<file path="src/design/dbam_pkg.sv">
// shared types and constants for the dram bank address mapper
package dbam_pkg;
   // ----------------------------------------------------------------
   // address decode
   // ----------------------------------------------------------------
   localparam int PHYS_AW = 31;
   localparam int SPACE_HI = 30;
   localparam int SPACE_LO = 28;
   localparam logic [2:0] SYSTEM_MEMORY_SPACE = 3'h0;
   localparam int BANK_HI = 27;
   localparam int BANK_LO = 25;
   localparam int WORD_SEL_BIT = 2;
   localparam int NUM_BANKS = 8;
   localparam int MUX_AW = 12;
   localparam logic [7:0] EVEN_BANKS = 8'h55;
   localparam logic [7:0] ODD_BANKS = 8'haa;
   localparam logic [7:0] ALL_BANKS = 8'hff;
   // ----------------------------------------------------------------
   // data and merge fields
   // ----------------------------------------------------------------
   localparam int WORD_W = 32;
   localparam logic [31:0] BYTE_MASK = 32'h000000ff;
   localparam logic [31:0] HALF_MASK = 32'h0000ffff;
   // ----------------------------------------------------------------
   // timing in processor clocks; page limit in column accesses, fifo depth in entries
   // ----------------------------------------------------------------
   localparam logic [1:0] T_PRECHARGE_CYC = 2'h2;
   localparam logic [1:0] T_ROW_TO_COL_CYC = 2'h2;
   localparam logic [1:0] T_COL_PULSE_CYC = 2'h2;
   localparam logic [10:0] PAGE_MAX_CYCLES = 11'h400;
   localparam int FIFO_DEPTH = 16;
   // ----------------------------------------------------------------
   // request and response carriers
   // ----------------------------------------------------------------
   typedef enum logic [2:0] {
      K_RD_WORD, K_RD_DWORD, K_WR_WORD, K_WR_DWORD, K_WR_HALF, K_WR_BYTE
   } dbam_kind_e;
   typedef struct packed {
      logic [30:0] phys_addr;
      dbam_kind_e kind;
      logic [63:0] wdata;
   } dbam_req_s;
   typedef struct packed {
      logic [63:0] rdata;
      logic parity_err;
   } dbam_rsp_s;
endpackage

</file>
<file path="src/design/dbam_mapper.sv">
// dram bank address mapper: request fifo, decode, strobe sequencer
//
// Functional notes
// [RULE1] only address space zero reaches memory
// [RULE2] eight active-low row strobes, 32 MB banks
// [RULE3] address bits 27-25 pick one row strobe
// [RULE4] even banks strobes 1:0, odd 3:2
// [RULE5] bit 2 picks word within strobe pair
// [RULE6] shared active-low write and output enables
// [RULE7] one shared 12-bit multiplexed address bus
// [RULE8] row bits from 20-12, 22, 24, 23
// [RULE9] column bits from 11-3 and 21
// [RULE10] bit 23 is column 10, row 11
// [RULE11] bits 1-0 only select merge field
// [RULE12] byte/halfword stores become read-modify-write
// [RULE13] small banks alias onto lowest locations silently
// [RULE14] empty bank reads may flag parity error
// [RULE15] dual mode: even+odd open, bit 25 qualifies
// [RULE16] single mode: one row strobe, pairs identical
// [RULE17] board straps mode; dual only fast-page
// [RULE18] page mode up to 1024 cycles per page
// [RULE19] dual mode keeps two open-page trackers
// [RULE20] decode ignores bits 30-28 after acceptance
// [RULE21] board fits 64 data bits plus parity
// [RULE22] polarity select: 0 even, 1 odd parity
// [RULE23] parity bit 0 covers 31:0, 1 covers 63:32
// [RULE24] row address before row strobe, column before column strobe
`timescale 1ns/1ns
`default_nettype none

// --------------------------------------------------------------------
// request fifo
// --------------------------------------------------------------------
module dbam_fifo #(
   parameter int WIDTH = 8,
   parameter int DEPTH = 16
) (
   input wire logic i_clock,
   input wire logic i_rst,
   input wire logic i_in_valid,
   output logic o_in_ready,
   input wire logic [WIDTH-1:0] i_in_data,
   output logic o_out_valid,
   input wire logic i_out_ready,
   output logic [WIDTH-1:0] o_out_data
);
   localparam int AW = $clog2(DEPTH);
   logic [WIDTH-1:0] mem [DEPTH];
   logic [AW-1:0] wr_q, rd_q;
   logic [AW:0] count_q, count_d;
   logic ready_q;
   wire push = i_in_valid && ready_q;
   wire pop = i_out_ready && (count_q != '0);
   assign count_d = count_q + (AW+1)'(push) - (AW+1)'(pop);
   assign o_in_ready = ready_q;
   assign o_out_valid = (count_q != '0);
   assign o_out_data = mem[rd_q];
   always_ff @(posedge i_clock) begin
      if (push) mem[wr_q] <= i_in_data;
   end
   always_ff @(posedge i_clock or posedge i_rst) begin
      if (i_rst) begin
         wr_q <= '0;
         rd_q <= '0;
         count_q <= '0;
         ready_q <= 1'b0;
      end else begin
         wr_q <= wr_q + AW'(push);
         rd_q <= rd_q + AW'(pop);
         count_q <= count_d;
         ready_q <= (count_d != (AW+1)'(DEPTH));
      end
   end
endmodule // dbam_fifo

// --------------------------------------------------------------------
// top: mapper and strobe sequencer
// --------------------------------------------------------------------
module dbam_mapper (
   input wire logic i_clock,
   input wire logic i_rst,
   input wire logic i_req_valid,
   output logic o_req_ready,
   input wire dbam_pkg::dbam_req_s i_req,
   output logic o_rsp_valid,
   output dbam_pkg::dbam_rsp_s o_rsp,
   input wire logic i_module_mode_strap,
   input wire logic i_parity_polarity_sel,
   output logic [7:0] o_ras_n,
   output logic [3:0] o_cas_n,
   output logic o_mem_write_en_n,
   output logic o_mem_out_en_n,
   output logic [11:0] o_dram_mux_addr,
   input wire logic [63:0] i_mem_data,
   output logic [63:0] o_mem_data,
   output logic o_mem_data_oe,
   input wire logic [1:0] i_dram_parity_bits,
   output logic [1:0] o_dram_parity_bits,
   output logic o_dram_parity_oe
);
   import dbam_pkg::*;

   typedef enum {S_IDLE, S_EVAL, S_CLOSE, S_ROW, S_RAS, S_COL, S_CAS, S_MERGE, S_DONE}
      dbam_state_e;

   // ----------------------------------------------------------------
   // fifo in the request path
   // ----------------------------------------------------------------
   dbam_req_s fifo_out;
   logic fifo_valid;
   dbam_state_e state_q;
   wire fifo_pop = (state_q == S_IDLE);
   dbam_fifo #(.WIDTH($bits(dbam_req_s)), .DEPTH(FIFO_DEPTH)) u_fifo (
      .i_clock(i_clock),
      .i_rst(i_rst),
      .i_in_valid(i_req_valid),
      .o_in_ready(o_req_ready),
      .i_in_data(i_req),
      .o_out_valid(fifo_valid),
      .i_out_ready(fifo_pop),
      .o_out_data(fifo_out)
   );

   // ----------------------------------------------------------------
   // address decode
   // ----------------------------------------------------------------
   dbam_req_s cur_q;
   logic [1:0] wait_q;
   logic rmw_wr_q;
   logic [63:0] rd_q;
   logic open_q [2];
   logic [2:0] obank_q [2];
   logic [11:0] orow_q [2];
   logic [10:0] page_cnt_q [2];
   logic [7:0] ras_n_q;
   logic [3:0] cas_n_q;
   logic [11:0] addr_q;

   // space bits are dropped past acceptance
   wire [27:0] ma = cur_q.phys_addr[27:0]; // RULE20
   wire [2:0] bank = ma[BANK_HI:BANK_LO]; // RULE3
   wire dual = !i_module_mode_strap;
   wire grp = dual & ma[BANK_LO]; // RULE19
   // no size compare: unfitted high bits fall outside the part and alias
   wire [11:0] row_w = {ma[23], ma[24], ma[22], ma[20:12]}; // RULE8 RULE10 RULE13
   wire [11:0] col_w = {1'b0, ma[23], ma[21], ma[11:3]}; // RULE9 RULE10 RULE11
   wire [7:0] bank_sel = 8'h01 << bank; // RULE2 RULE3
   wire wide = (cur_q.kind == K_RD_DWORD) || (cur_q.kind == K_WR_DWORD);
   wire part = (cur_q.kind == K_WR_HALF) || (cur_q.kind == K_WR_BYTE);
   wire is_wr = (cur_q.kind != K_RD_WORD) && (cur_q.kind != K_RD_DWORD);
   wire wr_phase = is_wr && (!part || rmw_wr_q); // RULE12
   // bit 0 of pair: lower word (63:32), bit 1: higher word (31:0)
   wire [1:0] pair = wide ? 2'h3 : (ma[WORD_SEL_BIT] ? 2'h2 : 2'h1); // RULE5
   wire [3:0] cas_sel = !dual ? {pair, pair} // RULE16
                      : (ma[BANK_LO] ? {pair, 2'h0} : {2'h0, pair}); // RULE4 RULE15
   wire hit = open_q[grp] && (obank_q[grp] == bank) && (orow_q[grp] == row_w)
              && (page_cnt_q[grp] < PAGE_MAX_CYCLES); // RULE18 RULE19
   wire [7:0] close_mask = !dual ? ALL_BANKS : (grp ? ODD_BANKS : EVEN_BANKS); // RULE16

   // ----------------------------------------------------------------
   // merge for partial stores
   // ----------------------------------------------------------------
   wire [31:0] rd_word = ma[WORD_SEL_BIT] ? rd_q[31:0] : rd_q[63:32];
   wire [4:0] sh = (cur_q.kind == K_WR_BYTE) ? {~ma[1:0], 3'h0} : {~ma[1], 4'h0};
   wire [31:0] fmask = ((cur_q.kind == K_WR_BYTE) ? BYTE_MASK : HALF_MASK) << sh;
   wire [31:0] merged = (rd_word & ~fmask) | ((cur_q.wdata[31:0] << sh) & fmask); // RULE11
   wire [63:0] wdata = wide ? cur_q.wdata : {2{cur_q.wdata[31:0]}};
   wire [1:0] wpar = {^wdata[63:32], ^wdata[31:0]} ^ {2{i_parity_polarity_sel}}; // RULE22 RULE23
   wire [1:0] rchk = ({^i_mem_data[63:32], ^i_mem_data[31:0]}
                      ^ {2{i_parity_polarity_sel}} ^ i_dram_parity_bits)
                      & {pair[0], pair[1]}; // RULE14 RULE23
   // lower word lane (63:32) against parity bit 1, for the lane check below
   wire low_lane_bad = ^{i_mem_data[63:32], i_dram_parity_bits[1], i_parity_polarity_sel};

   // ----------------------------------------------------------------
   // sequencer
   // ----------------------------------------------------------------
   dbam_state_e state_d;
   wire wait_done = (state_q == S_CLOSE) ? (wait_q == T_PRECHARGE_CYC - 2'h1)
                  : (state_q == S_RAS) ? (wait_q == T_ROW_TO_COL_CYC - 2'h1)
                  : (wait_q == T_COL_PULSE_CYC - 2'h1);
   always_comb begin
      state_d = state_q;
      case (state_q)
         S_IDLE: begin
            if (fifo_valid && fifo_out.phys_addr[SPACE_HI:SPACE_LO] == SYSTEM_MEMORY_SPACE) begin
               state_d = S_EVAL; // RULE1
            end
         end
         S_EVAL: state_d = hit ? S_COL : S_CLOSE; // RULE18
         S_CLOSE: if (wait_done) state_d = S_ROW;
         S_ROW: state_d = S_RAS;
         S_RAS: if (wait_done) state_d = S_COL;
         S_COL: state_d = S_CAS;
         S_CAS: begin
            if (wait_done) state_d = (part && !rmw_wr_q) ? S_MERGE : S_DONE; // RULE12
         end
         S_MERGE: state_d = S_COL;
         S_DONE: state_d = S_IDLE;
         default: state_d = S_IDLE;
      endcase
   end

   always_ff @(posedge i_clock or posedge i_rst) begin
      if (i_rst) begin
         state_q <= S_IDLE;
         cur_q <= '0;
         wait_q <= '0;
      end else begin
         state_q <= state_d;
         if (fifo_pop && fifo_valid) cur_q <= fifo_out;
         if (state_q == S_MERGE) cur_q.wdata <= {2{merged}};
         wait_q <= (state_d != state_q) ? 2'h0 : wait_q + 2'h1;
      end
   end

   // ----------------------------------------------------------------
   // open-page trackers, one per bank group
   // ----------------------------------------------------------------
   for (genvar g = 0; g < 2; g++) begin : g_track
      always_ff @(posedge i_clock or posedge i_rst) begin
         if (i_rst) begin
            open_q[g] <= 1'b0;
            obank_q[g] <= '0;
            orow_q[g] <= '0;
            page_cnt_q[g] <= '0;
         end else if (state_q == S_CLOSE && (!dual || grp == 1'(g))) begin
            open_q[g] <= 1'b0; // RULE16 RULE19
         end else if (state_q == S_ROW && grp == 1'(g)) begin
            open_q[g] <= 1'b1;
            obank_q[g] <= bank;
            orow_q[g] <= row_w;
            page_cnt_q[g] <= '0;
         end else if (state_q == S_COL && grp == 1'(g)) begin
            page_cnt_q[g] <= page_cnt_q[g] + 11'h1; // RULE18
         end
      end
   end

   // ----------------------------------------------------------------
   // dram pins, all registered
   // ----------------------------------------------------------------
   always_ff @(posedge i_clock or posedge i_rst) begin
      if (i_rst) begin
         ras_n_q <= ALL_BANKS;
         cas_n_q <= 4'hf;
         addr_q <= '0;
         o_mem_write_en_n <= 1'b1;
         o_mem_out_en_n <= 1'b1;
         o_mem_data <= '0;
         o_mem_data_oe <= 1'b0;
         o_dram_parity_bits <= '0;
         o_dram_parity_oe <= 1'b0;
         rmw_wr_q <= 1'b0;
         rd_q <= '0;
         o_rsp_valid <= 1'b0;
         o_rsp <= '0;
      end else begin
         o_rsp_valid <= (state_q == S_DONE);
         case (state_q)
            S_CLOSE: begin
               // row address settles two cycles ahead of the row strobe
               addr_q <= row_w; // RULE24
               ras_n_q <= ras_n_q | close_mask; // RULE16
            end
            S_ROW: begin
               addr_q <= row_w; // RULE7 RULE24
               ras_n_q <= ras_n_q & ~bank_sel; // RULE2 RULE15
            end
            S_RAS: if (wait_done) addr_q <= col_w; // RULE24
            S_COL: begin
               cas_n_q <= ~cas_sel; // RULE4 RULE24
               o_mem_write_en_n <= !wr_phase; // RULE6
               o_mem_out_en_n <= wr_phase; // RULE6
               o_mem_data_oe <= wr_phase;
               o_dram_parity_oe <= wr_phase;
               o_mem_data <= wdata;
               o_dram_parity_bits <= wpar; // RULE22 RULE23
            end
            S_CAS: begin
               if (wait_done) begin
                  cas_n_q <= 4'hf;
                  if (!wr_phase) begin
                     rd_q <= i_mem_data;
                     o_rsp.rdata <= i_mem_data;
                     o_rsp.parity_err <= |rchk; // RULE14
                  end
               end
            end
            S_MERGE: begin
               rmw_wr_q <= 1'b1; // RULE12
               o_mem_out_en_n <= 1'b1;
            end
            S_DONE: begin
               rmw_wr_q <= 1'b0;
               o_mem_write_en_n <= 1'b1;
               o_mem_out_en_n <= 1'b1;
               o_mem_data_oe <= 1'b0;
               o_dram_parity_oe <= 1'b0;
            end
            S_EVAL: if (hit) addr_q <= col_w;
            default: ;
         endcase
      end
   end
   assign o_ras_n = ras_n_q;
   assign o_cas_n = cas_n_q;
   assign o_dram_mux_addr = addr_q;

   // ----------------------------------------------------------------
   // checks
   // ----------------------------------------------------------------
   a_single_one_row: assert property (@(posedge i_clock) disable iff (i_rst) // RULE16
      !dual |-> $countones(~ras_n_q) <= 1) else $error("two row strobes in single mode");
   a_dual_group_rows: assert property (@(posedge i_clock) disable iff (i_rst) // RULE15
      dual |-> ($countones(~ras_n_q & EVEN_BANKS) <= 1) && ($countones(~ras_n_q & ODD_BANKS) <= 1))
      else $error("two row strobes in one group");
   a_single_pairs_same: assert property (@(posedge i_clock) disable iff (i_rst) // RULE16
      !dual |-> cas_n_q[3:2] == cas_n_q[1:0]) else $error("column pairs differ");
   a_dual_pair_qual: assert property (@(posedge i_clock) disable iff (i_rst) // RULE15
      (dual && cas_n_q[1:0] != 2'h3) |-> !ma[BANK_LO] && cas_n_q[3:2] == 2'h3)
      else $error("even pair on odd bank");
   a_row_before_strobe: assert property (@(posedge i_clock) disable iff (i_rst) // RULE24
      (state_q == S_RAS && $past(state_q) == S_ROW)
      |-> $past(addr_q) == row_w && addr_q == row_w && !ras_n_q[bank])
      else $error("row strobe without row address");
   a_col_before_strobe: assert property (@(posedge i_clock) disable iff (i_rst) // RULE24
      (cas_n_q != 4'hf && $past(cas_n_q) == 4'hf) |-> $past(addr_q) == col_w && addr_q == col_w)
      else $error("column strobe without column address");
   a_rmw_read_first: assert property (@(posedge i_clock) disable iff (i_rst) // RULE12
      (state_q == S_MERGE) |=> state_q == S_COL ##1 !o_mem_write_en_n && cas_n_q != 4'hf)
      else $error("merge not followed by write");
   a_parity_out: assert property (@(posedge i_clock) disable iff (i_rst) // RULE22
      o_dram_parity_oe |-> o_dram_parity_bits == ({^o_mem_data[63:32], ^o_mem_data[31:0]}
      ^ {2{$past(i_parity_polarity_sel)}})) else $error("parity out wrong");
   a_page_limit: assert property (@(posedge i_clock) disable iff (i_rst) // RULE18
      page_cnt_q[0] <= PAGE_MAX_CYCLES && page_cnt_q[1] <= PAGE_MAX_CYCLES)
      else $error("page run too long");
   a_space_zero: assert property (@(posedge i_clock) disable iff (i_rst) // RULE1
      (state_q == S_EVAL) |-> cur_q.phys_addr[SPACE_HI:SPACE_LO] == SYSTEM_MEMORY_SPACE)
      else $error("non-memory request reached decode");
   a_enables_excl: assert property (@(posedge i_clock) disable iff (i_rst) // RULE6
      !(!o_mem_write_en_n && !o_mem_out_en_n)) else $error("write and output enable both low");
   a_read_lane_par: assert property (@(posedge i_clock) disable iff (i_rst) // RULE23
      (state_q == S_CAS && wait_done && !wr_phase && pair == 2'h1)
      |=> o_rsp.parity_err == $past(low_lane_bad)) else $error("read parity on wrong lane");
endmodule // dbam_mapper

`default_nettype wire

</file>
<file path="config.mk">
export PLATFORM = sky130hd
export DESIGN_NAME = dbam_mapper
export DESIGN_NICKNAME = d
export VERILOG_FILES = /design/src/design/dbam_pkg.sv /design/src/design/dbam_mapper.sv
export SDC_FILE = /design/constraint.sdc
export NUM_CORES = 2
export LEC_CHECK = 0
export BUFFER_PORTS_ARGS = -buffer_cell sky130_fd_sc_hd__buf_2
export CAP_MARGIN = 5
export CORE_ASPECT_RATIO = 0.5
export CORE_MARGIN = 1.5
export CORE_UTILIZATION = 35
export CTS_CLUSTER_SIZE = 30
export DETAILED_ROUTE_END_ITERATION = 10
export PLACE_DENSITY = 0.61
export SETUP_SLACK_MARGIN = 0.15
export SYNTH_ARGS = -nofsm -noshare
export SYNTH_HDL_FRONTEND = slang
export SYNTH_SLANG_ARGS = --single-unit
</file>
<file path="constraint.sdc">
create_clock -name i_clock -period 11.3 [get_ports i_clock]
set_input_delay 0.565 -clock i_clock [delete_from_list [all_inputs] [get_ports i_clock]]
set_output_delay 0.565 -clock i_clock [all_outputs]
set_load 0.02 [all_outputs]
</file>
==> results.toml <==
[global_route]
grt_use_total_pct = 17.9
met3_usage_pct = 2.67
use_met2_pct = 31.0
antenna_found_initial = 51
grt_pass1_vias = 41000
grt_max_degree = 166
met1_usage_pct = 22.5
grt.busiest_layer = "met2"
grt_overflow = 0
grt_pass1_wl_um = 287000

[worst_setup_path]
cp_max_fo = 26
required_ns = 11.99
max_stage_delay_ns = 0.57
critical_path_class = "register to register"
r2r_start = "state_q[17]"
critical_path.most_common_cell = "inv_1"
path_cells = "nor4_1, nand4_1, or3_1, or3_4, inv_2, ha_1, inv_1, ha_1, inv_1, fa_1, inv_1, a21oi_1, nor2_1, nor2_1, xnor2_1, nand3b_1"
rrSetupSlack_ns = 6.85
critPathLaunchType = "register"
arrival_ns = 5.13
endpoint_kind = "register"
r2r-end = "u_fifo.o_in_ready"
crit_slowest_cell = "or3_1"
reg2reg_depth = 16

[drt]
avgRoutedWirePerCell_um = 26.3
wl_um = 198000
dr.pass1.iters = 5
dr_total_vias = 39900
vias_per_cell = 5.29
postRouteAntennaNets = 0
drt_iter0_drc = 3671
drc = 0

[floorplanning]
die_h_um = 332
die_x_um = 660
row_count = 120
initial_core_util_pct = 35.3
die_area_um2 = 219000
coreArea_um2 = 214000
io_pins = 330

[clock_network]
clock_latency_ns = 0.82
clock_path_buffers = 3
path_clk_slew_ns = 0.07
post_cts_buffers = 0
cts_tree = "built"
clock_tree.root_cell = "clkbuf_16"
cts_sinks = 1925
h-tree-depth = 4
cts_buffers = 180

[cells_and_area]
drive_above_1_share_pct = 26.5
nets = 4683
area_growth_pct = 15.3

[sta]
tightest_slew_ns = 1.33
rsz0062_at_grt = "no"
timing.slew.headroom_pct = 11.6
finalHoldViolCount = 0
min_period_ns = 4.45
drv_slew = 0
fin_crit_sh_pct = 39.3
tns_ns = 0
setup_viol = 0
skew_ns = 0.0373
max_freq_mhz = 225

[synth]
synth_simple_gate_area_share_pct = 3.56
syn_area_um2 = 75700
syn_inst = 4052
synth-async-reset-ratio_pct = 18.5
synth_fa_ha_area_share_pct = 0.241
synth_edf_count = 1568
seq_area_frac_synth_pct = 74.1
syn_area_per_cell_um2 = 18.7
synthMuxAreaShare_pct = 15.8
synth_top_family_by_area = "multiplexers"
yosys_warnings = 0
synth_compound_area_share_pct = 3.19
ys_seq_elements = 1925
ys_types = 60
synth_flop_cell = "edfxtp_1"
synthXorXnorAreaFrac_pct = 1.77

[min_path]
min_path_cells = 3
hold_end = "obank_q[3]"
hold_path.startpoint = "i_module_mode_strap"
hold_class = "primary input to register"

[place]
portBuffers = 329
place_hpwl_um = 114000
globalplace.congestion = 0.830

[run]
maxCapViolations = 0

[run_status]
status = "complete, no violations"

[power_and_ir_drop]
ir_worst_vdd_mv = 0.123
p_leak_nw = 29.1
finalPower_mw = 15.6
p_per_area_nw_per_um2 = 179
-- final cells by class --
cell class                 count  area [um2]
clock buffer                 238        4870
timing repair buffer         459        2870
fill                       19100      127000
sequential                  1925       56100
clock inverter               102         860
multi-input combinational   1914       18800
inverter                      20        82.6
antenna                       11        27.5
tap                         2867        3590
-- metrics by stage --
step | worst slack (ns) | utilization [%] | hold WS (ns) | cell area, um2 | std cells
final | 6.85 | 40.7 | 0.105 | 87200 | 7536
after global routing | 6.64 | 40.7 | 0.0800 | 87200 | 7535
after CTS | 6.86 | 40.7 | 0.0395 | 87200 | 7525
after detailed placement | 6.88 | 37.7 | 0.430 | 80800 | 7121
after global placement | 6.86 | 37.7 | 0.422 | 80800 | 7121
after floorplan | 0.853 | - | 0.410 | 75800 | 4079
-- critical path, delay by kind of cell, from the launching register on --
| family | cells | cell delay, ns |
|---|---|---|
| AND/OR/NAND/NOR | 7 | 2.04 |
| AO/OA/AOI/OAI | 1 | 0.06 |
| adder cells (fa/ha/maj) | 3 | 0.93 |
| flip-flops | 1 | 0.37 |
| buffers and inverters | 4 | 0.70 |
| XOR/XNOR | 1 | 0.21 |
-- registers in the layout, summed over array words and instances (netlist names), 4 cells and up --
| signal | count |
|---|---|
| state_q | 32 |
| col_w | 11 |
| page_cnt_q | 22 |
| u_fifo.count_q | 5 |
| cur_q | 81 |
| obank_q | 6 |
| u_fifo.mem | 1568 |
| o_dram_mux_addr | 12 |
| rd_q | 64 |
| u_fifo.rd_q | 4 |
| o_mem_data | 64 |
| o_cas_n | 4 |
| o_ras_n | 8 |
| orow_q | 24 |
| u_fifo.wr_q | 4 |
-- routing by layer --
layer	share of wire [%]	vias to the layer above
li1	-	16900
met1	39	21200
met2	51	1332
met3	5.1	402
met4	4.3	6
met5	0.016	-
-- worst max path at each step --
stage	end	from	slack, ns	cells past startpoint
final	u_fifo.o_in_ready	state_q[17]	6.85	16
after global routing	u_fifo.o_in_ready	state_q[9]	6.64	16
after floorplan	bank[0]	i_rst	0.85	1
after global placement	u_fifo.o_in_ready	state_q[10]	6.86	16
after detailed placement	u_fifo.o_in_ready	state_q[17]	6.88	16
after CTS	u_fifo.o_in_ready	state_q[17]	6.86	16
-- where the power goes --
group          switching (mW)  internal [mW]  leakage [nW]
clock network            2.65           3.26          2.83
logic                   0.874          0.327          7.50
registers               0.146           8.37          18.8
total                    3.67           12.0          29.1
-- cells in the mapped netlist (3+ instances only) --
library cell | n | area share, %
a31oi_1 | 6 | 0.050
o31ai_1 | 8 | 0.079
a22oi_1 | 5 | 0.050
a221oi_1 | 5 | 0.058
or2_2 | 4 | 0.033
ha_1 | 13 | 0.22
a211oi_1 | 21 | 0.21
buf_6 | 7 | 0.10
edfxtp_1 | 1568 | 62
dfstp_2 | 14 | 0.49
mux2_4 | 9 | 0.18
xor2_1 | 20 | 0.23
a22o_1 | 4 | 0.046
nor2_1 | 209 | 1.0
dfrtp_1 | 343 | 11
nand3_1 | 22 | 0.15
nand2_1 | 243 | 1.2
mux2i_1 | 202 | 2.7
nor3_2 | 11 | 0.15
buf_4 | 6 | 0.060
nor3_1 | 58 | 0.38
o21ai_0 | 118 | 0.78
buf_2 | 40 | 0.26
o21a_1 | 4 | 0.040
buf_1 | 47 | 0.23
a221o_1 | 9 | 0.12
o221ai_1 | 63 | 0.73
xnor2_1 | 133 | 1.5
clkbuf_1 | 120 | 0.60
o41ai_1 | 4 | 0.046
and3_1 | 3 | 0.025
mux4_2 | 364 | 11
nor4_1 | 20 | 0.17
nand3b_1 | 6 | 0.060
a21oi_1 | 118 | 0.78
nand4_1 | 8 | 0.066
o21bai_1 | 7 | 0.069
nor2b_1 | 11 | 0.091
inv_1 | 19 | 0.094
mux2_2 | 142 | 2.1
nand2b_1 | 11 | 0.091
-- cell families after synthesis --
logic type | after synthesis
muxes | 717
and+or+nand+nor | 617
AOI/OAI and AO/OA | 385
adders and majority gates | 14
DFF | 1925
buffers and inverters | 240
xor gates and xnor gates | 153
other | 1
-- cell usage in the layout (no fill, tap or decap), types with 47 or more instances in the layout --
master and n:
o221ai_1 63, clkbuf_16 183, nor3_1 53, clkbuf_1 47
a21oi_1 118, edfxtp_1 1568, buf_2 329, mux2_2 142
nor2_1 197, mux4_2 364, dfrtp_1 338, buf_4 59
dlygate4sd3_1 64, xnor2_1 133, mux2i_1 202, nand2_1 242
o21ai_0 118
-- repair_timing --
action / 4_1_cts / 5_1_grt
hold endpoints to repair: 174 / 0
hold buffers: 64 / 0
resized for setup: 0 / 0
Power figures use the tool's default switching activity.
